==> config.mk <==
export PLATFORM = sky130hd
export DESIGN_NAME = capture_compare_unit
export DESIGN_NICKNAME = d
export VERILOG_FILES = /design/src/design/ccu_pkg.sv /design/src/design/edge_detect.sv /design/src/design/capture_compare_unit.sv
export SDC_FILE = /design/constraint.sdc
export NUM_CORES = 1
export LEC_CHECK = 0
export BUFFER_PORTS_ARGS = -buffer_cell sky130_fd_sc_hd__buf_4
export CORE_MARGIN = 10
export CORE_UTILIZATION = 49
export DETAILED_ROUTE_END_ITERATION = 10
export GPL_TIMING_DRIVEN = 0
export PLACE_DENSITY = 0.69
export SYNTH_ARGS = -nofsm -noshare
export SYNTH_HDL_FRONTEND = slang
export SYNTH_HIERARCHICAL = 1
export SYNTH_SLANG_ARGS = --single-unit
export TNS_END_PERCENT = 5
==> constraint.sdc <==
create_clock -name clk_sys -period 1.8 [get_ports clk_sys]
set_input_delay 0.36 -clock clk_sys [delete_from_list [all_inputs] [get_ports clk_sys]]
set_output_delay 0.36 -clock clk_sys [all_outputs]
set_load 0.1 [all_outputs]
==> src/design/ccu_pkg.sv <==
package ccu_pkg;

    // Register offsets on the plain register port
    localparam logic [1:0] OFS_CONTROL   = 2'h0;
    localparam logic [1:0] OFS_HOLD_LOW  = 2'h1;
    localparam logic [1:0] OFS_HOLD_HIGH = 2'h2;
    localparam logic [1:0] OFS_STATUS    = 2'h3;

    // Reset values
    localparam logic [7:0] CONTROL_RST = 8'h00;
    localparam logic [7:0] HOLD_RST    = 8'h00;

    // Field positions
    localparam int MODE_LSB      = 0;
    localparam int STAT_FLAG_BIT = 0;
    localparam int STAT_OUT_BIT  = 1;

    // Mode codes of the unit mode field
    typedef enum logic [3:0] {
        MODE_OFF      = 4'h0,
        MODE_CAP_FALL = 4'h4,
        MODE_CAP_RISE = 4'h5,
        MODE_CAP_R4   = 4'h6,
        MODE_CAP_R16  = 4'h7,
        MODE_CMP_SET  = 4'h8,
        MODE_CMP_CLR  = 4'h9,
        MODE_CMP_SWI  = 4'hA,
        MODE_CMP_TRIG = 4'hB,
        MODE_CMP_TGL  = 4'h2
    } unit_mode_t;

    // Prescaler counts
    localparam logic [3:0] PRESC_LAST_4  = 4'h3;
    localparam logic [3:0] PRESC_LAST_16 = 4'hF;

    // Register port request
    typedef struct packed {
        logic [1:0] addr;
        logic [7:0] wdata;
        logic       wr;
        logic       rd;
    } reg_req_t;

endpackage

==> src/design/edge_detect.sv <==
`timescale 1ns/1ps
module edge_detect
    import ccu_pkg::*;
(
    input  wire logic clk_sys,
    input  wire logic reset,
    input  wire logic pin_in,
    output logic      rise,
    output logic      fall
);
    logic sync1_q;
    logic sync2_q;
    logic last_q;

    // Two-stage synchroniser then history
    always_ff @(posedge clk_sys or posedge reset)
    begin
        if (reset)
        begin
            sync1_q <= 1'b0;
            sync2_q <= 1'b0;
            last_q  <= 1'b0;
        end
        else
        begin
            sync1_q <= pin_in;
            sync2_q <= sync1_q;
            last_q  <= sync2_q;
        end
    end

    // One pulse per edge
    assign rise = sync2_q & ~last_q;
    assign fall = ~sync2_q & last_q;
endmodule

==> src/design/capture_compare_unit.sv <==
// Added by the designer: the placing of the registers and the address-and-strobe port.
`timescale 1ns/1ps
// Behaviour
// RQ1: Software keeps shared timer in timer or synchronized counter mode for capture.
// RQ2: Changing capture mode may raise the event flag spuriously.
// RQ3: Software keeps interrupt disabled while changing mode, then clears flag.
// RQ4: Timer must be clocked by instruction clock or external source.
// RQ5: Prescaler cleared when off, when not capturing, and on reset.
// RQ6: Four prescaler choices; switching between them does not clear prescaler.
// RQ7: Software writes zero to control before selecting a new prescaler.
// RQ8: Timer on instruction clock holds during sleep, resumes after wake.
// RQ9: Capture keeps working during sleep with externally clocked timer.
// RQ10: Compare mode tests holding pair for equality with timer continuously.
// RQ11: Match action by mode: toggle, set, clear, trigger or interrupt only.
// RQ12: Every compare match sets the event flag with the pin action.
// RQ13: Writing zero to control forces compare output latch low.
// RQ14: Software keeps timer synchronous during compare.
// RQ15: Mode 1010 leaves pin uncontrolled and only sets event flag.
// RQ16: Software sets pin direction to output for compare.
// RQ17: Qualifying edge latches timer count into holding pair.
// RQ18: Capture sets flag cleared only by software; later capture overwrites.
// RQ19: Mode 1011 match resets timer next tick and requests converter start.
// RQ20: Edges produced by the port's own output also cause captures.
// RQ21: Pin synchronized before edge detection; one step per edge.
// RQ22: A match acts once per timer value.
module capture_compare_unit
    import ccu_pkg::*;
(
    input  wire logic        clk_sys,
    input  wire logic        reset,
    input  wire reg_req_t    reg_req,
    output logic [7:0]       reg_rdata,
    input  wire logic [15:0] timer_count,
    input  wire logic        timer_tick,
    input  wire logic        pin_in,
    output logic             pin_out,
    output logic             pin_ctrl,
    output logic             unit_event_flag,
    output logic             timer_reset,
    output logic             converter_start
);
    logic [7:0]  control_q;
    logic [15:0] hold_q;
    logic [3:0]  presc_q;
    logic        flag_q;
    logic        out_q;
    logic        matched_q;
    logic        trig_pend_q;
    logic        trig_q;
    logic [7:0]  rdata_q;
    logic        rise;
    logic        fall;
    logic [3:0]  mode;
    logic        is_capture;
    logic        is_compare;
    logic        cap_step;
    logic        capture;
    logic        match;
    logic        match_new;
    logic        wr_ctl;
    logic        wr_lo;
    logic        wr_hi;
    logic        flag_clr;

    assign mode = control_q[MODE_LSB +: 4];
    assign is_capture = (mode[3:2] == 2'b01);
    assign is_compare = (mode[3] == 1'b1) || (mode == MODE_CMP_TGL);

    // Address decode of writes
    always_comb
    begin
        wr_ctl   = 1'b0;
        wr_lo    = 1'b0;
        wr_hi    = 1'b0;
        flag_clr = 1'b0;
        if (reg_req.wr && reg_req.addr == OFS_CONTROL)
            wr_ctl = 1'b1;
        else if (reg_req.wr && reg_req.addr == OFS_HOLD_LOW)
            wr_lo = 1'b1;
        else if (reg_req.wr && reg_req.addr == OFS_HOLD_HIGH)
            wr_hi = 1'b1;
        else if (reg_req.wr && reg_req.addr == OFS_STATUS)
            flag_clr = reg_req.wdata[STAT_FLAG_BIT];
    end

    // RQ21 synchronised edges
    // RQ20 pin read back includes own drive
    edge_detect u_edge (
        .clk_sys (clk_sys),
        .reset   (reset),
        .pin_in  (pin_in),
        .rise    (rise),
        .fall    (fall)
    );

    // Control register
    always_ff @(posedge clk_sys or posedge reset)
    begin
        if (reset)
            control_q <= CONTROL_RST;
        else if (wr_ctl)
            control_q <= reg_req.wdata;
    end

    // RQ5 prescaler clearing
    // RQ6 mode switch keeps count
    always_ff @(posedge clk_sys or posedge reset)
    begin
        if (reset)
            presc_q <= 4'h0;
        else if (!is_capture)
            presc_q <= 4'h0;
        else if (rise && (mode == MODE_CAP_R4 || mode == MODE_CAP_R16))
            presc_q <= presc_q + 4'h1;
    end

    // RQ17 qualifying event select
    always_comb
    begin
        cap_step = 1'b0;
        case (mode)
            MODE_CAP_FALL: cap_step = fall;
            MODE_CAP_RISE: cap_step = rise;
            MODE_CAP_R4:   cap_step = rise && (presc_q[1:0] == PRESC_LAST_4[1:0]);
            MODE_CAP_R16:  cap_step = rise && (presc_q == PRESC_LAST_16);
            default:       cap_step = 1'b0;
        endcase
    end
    assign capture = cap_step;

    // RQ10 continuous equality
    assign match = is_compare && (timer_count == hold_q);
    // RQ22 once per timer value
    assign match_new = match && !matched_q;

    always_ff @(posedge clk_sys or posedge reset)
    begin
        if (reset)
            matched_q <= 1'b0;
        else
            matched_q <= match;
    end

    // RQ17 latch timer; RQ18 overwrite; RQ9 runs on any timer source
    always_ff @(posedge clk_sys or posedge reset)
    begin
        if (reset)
            hold_q <= {HOLD_RST, HOLD_RST};
        else if (capture)
            hold_q <= timer_count;
        else if (wr_lo)
            hold_q[7:0] <= reg_req.wdata;
        else if (wr_hi)
            hold_q[15:8] <= reg_req.wdata;
    end

    // RQ18 sticky flag, set wins
    // RQ12 compare match sets flag
    // RQ2 mode change may show a capture edge
    always_ff @(posedge clk_sys or posedge reset)
    begin
        if (reset)
            flag_q <= 1'b0;
        else if (capture || match_new)
            flag_q <= 1'b1;
        else if (flag_clr)
            flag_q <= 1'b0;
    end

    // RQ11 pin action on match
    // RQ13 zero control clears latch
    always_ff @(posedge clk_sys or posedge reset)
    begin
        if (reset)
            out_q <= 1'b0;
        else if (mode == MODE_OFF)
            out_q <= 1'b0;
        else if (match_new)
        begin
            case (mode)
                MODE_CMP_TGL: out_q <= ~out_q;
                MODE_CMP_SET: out_q <= 1'b1;
                MODE_CMP_CLR: out_q <= 1'b0;
                default:      out_q <= out_q;
            endcase
        end
    end

    // RQ15 pin driven only in pin modes
    assign pin_ctrl = (mode == MODE_CMP_TGL) || (mode == MODE_CMP_SET) || (mode == MODE_CMP_CLR);
    assign pin_out  = out_q;
    assign unit_event_flag = flag_q;

    // RQ19 trigger pulse and timer reset on next tick
    always_ff @(posedge clk_sys or posedge reset)
    begin
        if (reset)
        begin
            trig_q      <= 1'b0;
            trig_pend_q <= 1'b0;
        end
        else
        begin
            trig_q <= match_new && (mode == MODE_CMP_TRIG);
            if (match_new && mode == MODE_CMP_TRIG)
                trig_pend_q <= 1'b1;
            else if (timer_tick || !match)
                trig_pend_q <= 1'b0;
        end
    end

    // RQ8 timer reset only on a real timer tick
    assign timer_reset     = trig_pend_q && match && timer_tick;
    assign converter_start = trig_q;

    // Read data one cycle after strobe
    always_ff @(posedge clk_sys or posedge reset)
    begin
        if (reset)
            rdata_q <= 8'h00;
        else if (reg_req.rd)
        begin
            if (reg_req.addr == OFS_CONTROL)
                rdata_q <= control_q;
            else if (reg_req.addr == OFS_HOLD_LOW)
                rdata_q <= hold_q[7:0];
            else if (reg_req.addr == OFS_HOLD_HIGH)
                rdata_q <= hold_q[15:8];
            else
                rdata_q <= {6'h00, out_q, flag_q};
        end
        else
            rdata_q <= 8'h00;
    end
    assign reg_rdata = rdata_q;
endmodule

==> reports/qor.txt, run 1 <==
critical path class - register to output pin
first-pass GRT wire length - 8894 µm
Total Routing Usage GR - 0.1367
Setup Skew - 0.005517 ns
CTS buffer count - 5
H-tree level count - 2
ys flop type - dfrtp_1
clock share of power - 0.186
net count after synthesis - 227
CP max FO - 3
# IOs - 45
status - finished, violations left
Logic pwr share - 0.389
Post-synth ARST share - 1.000
Slew Viols, Final - 0
Tightest Pin Transition - 0.8553 ns
Req. time, crit path - 1.44 ns
TritonCTS clock tree - built
die footprint - 8176 µm²
root buf cell - clkbuf_8
Post-layout nets - 281
Critical path buffers and inverters - 1
slowest cell on the critical path - dfrtp_1
VDD IR-drop max - 535.2 µV
Congestion Overflow GR - 0
Die H - 90.42 µm
CP endpoint kind - output pin
static leakage - 0.001384 µW
Pre-Repair DR Iteration Count - 4
wire length per cell - 17.17 µm
Die X - 90.42 µm
unique cell type count in the Yosys netlist - 38
switch share - 0.3655
Hold Fails Final Rpt - 0
final hold slack - 0.1667 ns
Tcrit/Tclk final - 1.211
violated checks - setup timing
port buffer count - 44
Seq pwr share - 0.425
core box area - 4755 µm²
RSZ-0062 raised after global routing - true
CP top delay family - simple AND/OR/NAND/NOR gates
antenna-violating nets left - 0
clock transition at the registers of the reported paths - 0.08 ns
Worst Slack Setup Final - -0.3790 ns
detailed-route via count - 1630
synth warn - 6
Int Power - 1995 µW
CP cell instances - xor2_1, nor4_2, nand4_2, nor3_4, buf_12
CP arrival - 1.82 ns
number of global-route vias before repair - 1732
sequential area share after synthesis - 0.4531
pwr/cell area - 1051 nW/µm²
initial drt markers - 61
initial antenna violation count - 0
Detailed Place HPWL - 3981 µm
final setup fails - 2
HP Class - primary input to register
share of cells above drive strength 1 - 0.4758
#FFs+latches synth - 44
DRC - 0
vias per inst - 5.175
initial core utilization - 0.5111
Startpoint Class - register
largest net degree at the start of global routing - 42
Syn Inst Count - 194
min Tclk post-route - 2.179 ns
max incr delay on CP - 0.41 ns
Site Rows - 25
post-synthesis area per instance - 12.52 µm²
routability cong. - 0.8119
area added between synthesis and finish - 23.17%
f_max - 0.4589 GHz
EDFF count, synth - 0
Net Sw Power - 1149 µW
antenna cells - 0
Synth Cell Area - 2430 µm²
Total Wirelength - 5408 µm
Worst slew margin - 0.4290
clk sinks - 44
dpl ws - -0.3344 ns
Max clock buf depth - 2
Clk Latency, worst-skew pair - 0.30 ns
max-cap viol count - 0
## synthesized netlist by cell type (4+ instances only)
| cell type | number | area share |
|---|---|---|
| and2_1 | 8 | 0.021 |
| mux2_4 | 9 | 0.056 |
| inv_1 | 4 | 0.0062 |
| nor3_1 | 5 | 0.010 |
| a21oi_1 | 4 | 0.0082 |
| mux2i_1 | 8 | 0.033 |
| o21ai_0 | 9 | 0.019 |
| nand2_1 | 13 | 0.020 |
| nor4_2 | 4 | 0.021 |
| mux2_2 | 30 | 0.14 |
| nor2_1 | 6 | 0.0093 |
| dfrtp_1 | 44 | 0.45 |
| xor2_1 | 18 | 0.065 |
## placed cells by master (no fill, tap or decap), drive strengths merged, types with 5 or more instances in the layout
| master | synthesis | layout |
|---|---|---|
| buf | 5 | 51 |
| dfrtp | 44 | 44 |
| mux2 | 39 | 39 |
| xor2 | 18 | 18 |
| nand2 | 13 | 13 |
| o21ai | 9 | 9 |
| mux2i | 8 | 8 |
| and2 | 8 | 8 |
| clkbuf | 1 | 7 |
| nor2 | 7 | 7 |
| a21oi | 5 | 5 |
| nor3 | 5 | 5 |
## worst register-to-register path, cell delays in order, from the launching register on
cell      delay [ns]
dfrtp_1         0.41
xor2_1          0.19
nor4_2          0.35
nand4_2         0.19
buf_4           0.18
buf_4           0.15
o311ai_2        0.24
## metal layers
metal | wire, µm | track usage | up-vias
li1 | - | - | 796
met1 | 2585 | 0.1745 | 788
met2 | 2453 | 0.2137 | 40
met3 | 319 | 0.04821 | 6
met4 | 50 | 0.03714 | 0
met5 | 0 | 0 | -
## area by class of cell
type	instances	area (µm²)
Clock inverter	1	5.005
Fill cell	404	1762
Timing Repair Buffer	47	380.4
Sequential cell	44	1101
Inverter	4	15.01
Tap cell	67	83.83
Clock buffer	6	72.57
Multi-Input combinational cell	140	1269
Buffer	6	66.31
## sequential cells by signal, summed over array words and instances, names as in the netlist
name,flops
reg_rdata,8
matched_q,1
converter_start,1
control_q,8
u_edge/sync1_q,1
pin_out,1
unit_event_flag,1
u_edge/last_q,1
trig_pend_q,1
hold_q,16
u_edge/sync2_q,1
presc_q,4
## repair_timing
action | 4_1_cts | 5_1_grt
hold endpoints to repair | 3 | 0
buffers inserted | 1 | 1
pin swaps | 1 | 2
resized for setup | 6 | 2
setup endpoints to repair | 2 | 13
hold buffers | 1 | 0
## metrics by stage
step,setup TNS (ns),util,instances,area (µm²),total power (µW)
2_1_floorplan,-0.4838,-,194,2444,2270
3_3_place_gp,-5.748,0.6011,305,2858,2540
3_5_place_dp,-0.3344,0.6011,305,2858,2558
4_1_cts,-0.4386,0.6263,314,2978,3160
5_1_grt,-1.391,0.6295,315,2993,3318
6_report,-0.4075,0.6295,315,2993,3144
## path summary, 6_finish.rpt
| path | slack (ns) | endpoint | cells after the start | startpoint |
|---|---|---|---|---|
| max | -0.38 | timer_reset | 5 | hold_q[5] |
| min | 0.17 | u_edge/sync1_q | 1 | pin_in |
| max reg2reg | 0.01 | unit_event_flag | 6 | hold_q[5] |
| min reg2reg | 0.36 | u_edge/sync2_q | 0 | u_edge/sync1_q |
| max in group asynchronous | 0.45 | hold_q[13] | 3 | reset |
| min in group asynchronous | 0.50 | u_edge/sync1_q | 3 | reset |
## logic make-up after synthesis
family / share of synthesized area
AOI/OAI and AO/OA: 0.05922
xor gates and xnor gates: 0.06488
adders and majority gates: 0.005149
buffers and inverters: 0.03347
DFF: 0.4531
muxes: 0.2477
and+or+nand+nor: 0.1365
## power groups by stage
| stage | registers (µW) | logic, µW | clock network [µW] |
|---|---|---|---|
| global route | 1370 | 1310 | 641 |
| global placement | 1340 | 1200 | 0 |
| finish | 1340 | 1220 | 585 |
| CTS | 1340 | 1230 | 598 |
| detailed placement | 1350 | 1200 | 0 |
| floorplan | 1580 | 695 | 0 |
No activity file was read; power rests on OpenSTA's default activity.
==> inputs of run 2 (changes only) <==
--- a/config.mk
+++ b/config.mk
@@ -7,10 +7,11 @@
 export LEC_CHECK = 0
 export BUFFER_PORTS_ARGS = -buffer_cell sky130_fd_sc_hd__buf_4
 export CORE_MARGIN = 10
-export CORE_UTILIZATION = 49
+export CORE_UTILIZATION = 45
+export CTS_BUF_LIST = sky130_fd_sc_hd__clkbuf_8
 export DETAILED_ROUTE_END_ITERATION = 10
 export GPL_TIMING_DRIVEN = 0
-export PLACE_DENSITY = 0.69
+export PLACE_DENSITY = 0.64
 export SYNTH_ARGS = -nofsm -noshare
 export SYNTH_HDL_FRONTEND = slang
 export SYNTH_HIERARCHICAL = 1
==> reports/qor.txt, run 2 (same netlist as run 1, synthesis figures left out) <==
first-pass GRT wire length - 8928 µm (was 8894 µm)
Pre-Repair DR Iteration Count - 4 (unchanged)
R2R depth - 6 (unchanged)
Detailed Place HPWL - 4066 µm (was 3981 µm)
critical path class - register to output pin (unchanged)
core box area - 5172 µm² (was 4755 µm²)
static leakage - 0.001407 µW (was 0.001384 µW)
most frequent cells in the layout - 44 x dfrtp_1, 43 x buf_4, 30 x mux2_2 (was 44 x dfrtp_1, 44 x buf_4, 30 x mux2_2)
commonest non-fill, non-tap cell in the layout - dfrtp_1
violated checks - setup timing (unchanged)
share of cells above drive strength 1 - 0.4739 (was 0.4758)
Worst slew margin - 0.6185 (was 0.4290)
RSZ-0062 raised after global routing - true (unchanged)
Biggest register - hold_q (unchanged)
min Tclk post-route - 2.167 ns (was 2.179 ns)
pwr/cell area - 1090 nW/µm² (was 1051 nW/µm²)
vias per inst - 5.100 (was 5.175)
Worst Slack Setup Final - -0.3666 ns (was -0.3790 ns)
CP max FO - 3 (unchanged)
root buf cell - clkbuf_8 (unchanged)
Congestion Overflow GR - 0 (unchanged)
routability cong. - 0.7819 (was 0.8119)
initial antenna violation count - 0 (unchanged)
detailed-route via count - 1627 (was 1630)
Setup Skew - 0.009354 ns (was 0.005517 ns)
Post-layout nets - 281 (unchanged)
total power - 3306 µW (was 3144 µW)
wire length per cell - 16.86 µm (was 17.17 µm)
R2R Path Start - u_edge/last_q (was hold_q[5])
max-cap viol count - 0 (unchanged)
DRC - 0 (unchanged)
HP Class - primary input to register (unchanged)
Die H - 93.48 µm (was 90.42 µm)
Startpoint Class - register (unchanged)
area added between synthesis and finish - 24.87% (was 23.17%)
Site Rows - 26 (was 25)
VDD IR-drop max - 499.0 µV (was 535.2 µV)
CP arrival - 1.81 ns (was 1.82 ns)
Total Wirelength - 5378 µm (was 5408 µm)
fin cells - 319 (was 315)
Clk Latency, worst-skew pair - 0.31 ns (was 0.30 ns)
Slew Viols, Final - 0 (unchanged)
initial drt markers - 51 (was 61)
Total Routing Usage GR - 0.1323 (was 0.1367)
# IOs - 45 (unchanged)
Req. time, crit path - 1.44 ns (about the same)
Max clock buf depth - 2 (unchanged)
TNS Setup - -0.3980 ns (was -0.4075 ns)
CP endpoint kind - output pin (unchanged)
initial core utilization - 0.4698 (was 0.5111)
antenna cells - 0 (unchanged)
number of global-route vias before repair - 1756 (was 1732)
clock transition at the registers of the reported paths - 0.09 ns (was 0.08 ns)
final hold slack - 0.1573 ns (was 0.1667 ns)
final setup fails - 2 (unchanged)
f_max - 0.4616 GHz (was 0.4589 GHz)
Die X - 93.48 µm (was 90.42 µm)
H-tree level count - 2 (unchanged)
Worst Hold Launch - pin_in (unchanged)
clk sinks - 44 (unchanged)
Worst R2R Setup Slack - 0.07 ns (was 0.01 ns)
CTS buffer count - 5 (unchanged)
Reg-to-Reg End - hold_q[7] (was unit_event_flag)
Fillers - 449 (was 404)
max FFs per register - 16 (unchanged)
largest net degree at the start of global routing - 30 (was 42)
Hold Fails Final Rpt - 0 (unchanged)
Tcrit/Tclk final - 1.204 (was 1.211)
port buffer count - 44 (unchanged)
Worst Hold End - u_edge/sync1_q (unchanged)
TritonCTS clock tree - built (unchanged)
status - finished, violations left (unchanged)
placed insts - 309 (was 305)
die footprint - 8739 µm² (was 8176 µm²)
antenna-violating nets left - 0 (unchanged)
Tightest Pin Transition - 0.5716 ns (was 0.8553 ns)
Hold Crit Depth - 1 (unchanged)
[run 2: cell types whose count changed in the layout (fill, tap and decap cells not counted), sizes merged]
cell	previous run	this run
inv	4	5
clkbuf	7	6
bufinv	0	1
[run 2: per-layer routing]
metal / vias to the layer above / GRT usage / routed length (µm)
li1: 794 / - / -
met1: 785 / 0.1725 / 2576
met2: 40 / 0.1972 / 2384
met3: 8 / 0.05196 / 349
met4: 0 / 0.03856 / 68
met5: - / 0 / 0
[run 2: worst max path at each step]
| stage | startpoint | slack (ns) | endpoint |
|---|---|---|---|
| after global placement | timer_count[7] | -0.34 | timer_reset |
| after detailed placement | timer_count[7] | -0.35 | timer_reset |
| after global routing | hold_q[2] | -0.48 | timer_reset |
| after floorplan | hold_q[10] | -0.40 | timer_reset |
| final | hold_q[6] | -0.37 | timer_reset |
| after CTS | hold_q[6] | -0.38 | timer_reset |
[run 2: where the power goes]
part | internal [µW] | switching [µW] | leakage (µW)
logic | 556 | 675 | 0.000802
clock network | 406 | 342 | 0.0000593
registers | 1180 | 148 | 0.000546
[run 2: stage by stage]
stage / instance area [µm²] / worst slack [ns] / utilization
after floorplan: 2444 / -0.3981 / -
after global placement: 2861 / -0.3440 / 0.5532
after detailed placement: 2882 / -0.3536 / 0.5571
after CTS: 3032 / -0.3802 / 0.5861
after global routing: 3034 / -0.4846 / 0.5866
final: 3034 / -0.3666 / 0.5866
[run 2: final cells by class]
| class | instances | area (µm²) | share of cell area |
|---|---|---|---|
| repair buffers | 47 | 392.9 | 0.1295 |
| plain buffers | 6 | 66.31 | 0.02186 |
| well taps | 70 | 87.58 | 0.02887 |
| multi-input cells | 140 | 1264 | 0.4165 |
| clock inverters | 3 | 38.79 | 0.01278 |
| flip-flops and latches | 44 | 1101 | 0.3629 |
| clock buffers | 5 | 68.82 | 0.02268 |
| inverters | 4 | 15.01 | 0.004948 |
[run 2: what timing repair did]
action	CTS	global route
hold buffers	1	0
endpoints found under the setup margin	2	11
resized for setup	6	1
setup buffers	1	0
endpoints found under the hold margin	3	0
pin swaps	2	0
[run 2: critical path: stages, from the launching register on]
cell,delay (ns)
dfrtp_1,0.42
xor2_1,0.17
nor4_2,0.31
nand4_2,0.21
nor3_4,0.20
buf_12,0.20
==> inputs of run 3 (changes only) <==
==> constraint.sdc (replaced) <==
create_clock -name clk_sys -period 2.5 [get_ports clk_sys]
set_input_delay 0.5 -clock clk_sys [delete_from_list [all_inputs] [get_ports clk_sys]]
set_output_delay 0.5 -clock clk_sys [all_outputs]
set_load 0.1 [all_outputs]
==> reports/qor.txt, run 3 (same netlist as run 1, synthesis figures left out) <==
RSZ-0062 raised after global routing - false (was true)
largest net degree at the start of global routing - 42 (was 30)
R2R depth - 6 (unchanged)
Total Routing Usage GR - 0.1277 (was 0.1323)
max FFs per register - 16 (unchanged)
Startpoint Class - register (unchanged)
min Tclk post-route - 2.367 ns
Net Sw Power - 833.8 µW (was 1165 µW)
max-cap viol count - 0 (unchanged)
number of global-route vias before repair - 1723 (was 1756)
Detailed Place HPWL - 4010 µm (was 4066 µm)
CP max FO - 3 (unchanged)
CP endpoint kind - output pin (unchanged)
Tightest Pin Transition - 0.8709 ns (was 0.5716 ns)
Congestion Overflow GR - 0 (unchanged)
Sequential cell area - 1101 µm² (unchanged)
first-pass GRT wire length - 8735 µm (was 8928 µm)
Post-layout nets - 279 (was 281)
Reg-to-Reg End - hold_q[2] (was hold_q[7])
Int Power - 1457 µW (was 2142 µW)
CP arrival - 1.87 ns (was 1.81 ns)
core box area - 5172 µm² (unchanged)
detailed-route via count - 1598 (was 1627)
Biggest register - hold_q (unchanged)
Die X - 93.48 µm (unchanged)
VDD IR-drop max - 308.0 µV (was 499.0 µV)
port buffer count - 44 (unchanged)
final hold slack - 0.07714 ns (was 0.1573 ns)
routability cong. - 0.7483 (was 0.7819)
Logic pwr share - 0.379 (was 0.372)
placed insts - 308 (was 309)
CTS buffer count - 5 (unchanged)
antenna cells - 0 (unchanged)
Slew Viols, Final - 0 (unchanged)
critical path class - register to output pin (unchanged)
f_max - 0.4226 GHz
die footprint - 8739 µm² (unchanged)
Seq pwr share - 0.416 (was 0.401)
final instance area - 2963 µm² (was 3034 µm²)
TNS Setup - 0 ns (was -0.3980 ns)
R2R Path Start - presc_q[0] (was u_edge/last_q)
pwr/cell area - 773.3 nW/µm² (was 1090 nW/µm²)
clock transition at the registers of the reported paths - 0.08 ns (was 0.09 ns)
share of cells above drive strength 1 - 0.4696 (was 0.4739)
Site Rows - 26 (unchanged)
Max clock buf depth - 2 (unchanged)
fin cells - 317 (was 319)
Clk Latency, worst-skew pair - 0.30 ns (was 0.31 ns)
DRC - 0 (unchanged)
status - completed (was finished, violations left)
most frequent cells in the layout - 44 x dfrtp_1, 44 x buf_4, 30 x mux2_2 (was 44 x dfrtp_1, 43 x buf_4, 30 x mux2_2)
Total Wirelength - 5318 µm (was 5378 µm)
final setup fails - 0 (was 2)
vias per inst - 5.041 (was 5.100)
Worst R2R Setup Slack - 0.77 ns (was 0.07 ns)
Hold Fails Final Rpt - 0 (unchanged)
area added between synthesis and finish - 21.94% (was 24.87%)
wire length per cell - 16.78 µm (was 16.86 µm)
initial core utilization - 0.4698 (unchanged)
Req. time, crit path - 2.00 ns (was 1.44 ns)
# IOs - 45 (unchanged)
Die H - 93.48 µm (unchanged)
antenna-violating nets left - 0 (unchanged)
Post-Place Cell Area - 2859 µm² (was 2882 µm²)
initial drt markers - 55 (was 51)
clock share of power - 0.205 (was 0.226)
initial antenna violation count - 0 (unchanged)
Setup Skew - 0.007729 ns (was 0.009354 ns)
Worst slew margin - 0.4185 (was 0.6185)
total power - 2291 µW (was 3306 µW)
static leakage - 0.001379 µW (was 0.001407 µW)
HP Class - primary input to async pin (was primary input to register)
TritonCTS clock tree - built (unchanged)
H-tree level count - 2 (unchanged)
multi-input logic area - 1259 µm² (was 1264 µm²)
Pre-Repair DR Iteration Count - 4 (unchanged)
clk sinks - 44 (unchanged)
Fillers - 452 (was 449)
Tcrit/Tclk final - 0.9466
switch share - 0.3639 (was 0.3523)
cts hold-fix bufs - 0 (was 1)
root buf cell - clkbuf_8 (unchanged)
run 3: worst max-delay path by stage:
stage / cells past startpoint / to / startpoint / slack, ns
3_5_place_dp: 6 / timer_reset / timer_count[0] / 0.07
2_1_floorplan: 5 / pin_ctrl / control_q[1] / 0.02
3_3_place_gp: 6 / timer_reset / timer_count[0] / 0.09
6_report: 5 / timer_reset / hold_q[0] / 0.13
5_1_grt: 5 / timer_reset / hold_q[0] / 0.03
4_1_cts: 5 / timer_reset / hold_q[5] / 0.11
run 3: cell type report:
class / count / share of cell area
Buffer: 6 / 0.02238
Clock buffer: 6 / 0.02787
Clock inverter: 2 / 0.003378
Inverter: 4 / 0.005068
Multi-Input combinational cell: 140 / 0.4248
Sequential cell: 44 / 0.3716
Tap cell: 70 / 0.02956
Timing Repair Buffer: 45 / 0.1153
run 3: timing repair:
item / CTS / global route
gates resized for setup: 1 / 0
buffers inserted: 1 / 0
setup endpoints to repair: 1 / 0
run 3: per-stage QoR:
step / util / setup WS, ns
2_1_floorplan: - / 0.01729
3_3_place_gp: 0.5527 / 0.09177
3_5_place_dp: 0.5527 / 0.06856
4_1_cts: 0.5728 / 0.1124
5_1_grt: 0.5728 / 0.03278
6_report: 0.5728 / 0.1335
run 3: layer usage:
metal	track usage	routed length (µm)
met1	0.1712	2585
met2	0.1932	2421
met3	0.03997	258
met4	0.03470	53
met5	0	0
run 3: worst max-delay path, cell delays in order, from the launching register on:
cell     delay [ns]
dfrtp_1        0.41
xor2_1         0.20
nor4_2         0.36
nand4_2        0.19
nor3_4         0.16
buf_6          0.24
run 3: power groups by stage:
stage | Clock [µW] | Combinational (µW) | Sequential (µW)
2_1_floorplan | 0 | 499 | 1130
3_3_place_gp | 0 | 866 | 963
3_5_place_dp | 0 | 873 | 967
4_1_cts | 478 | 877 | 952
5_1_grt | 513 | 932 | 974
6_report | 470 | 869 | 952
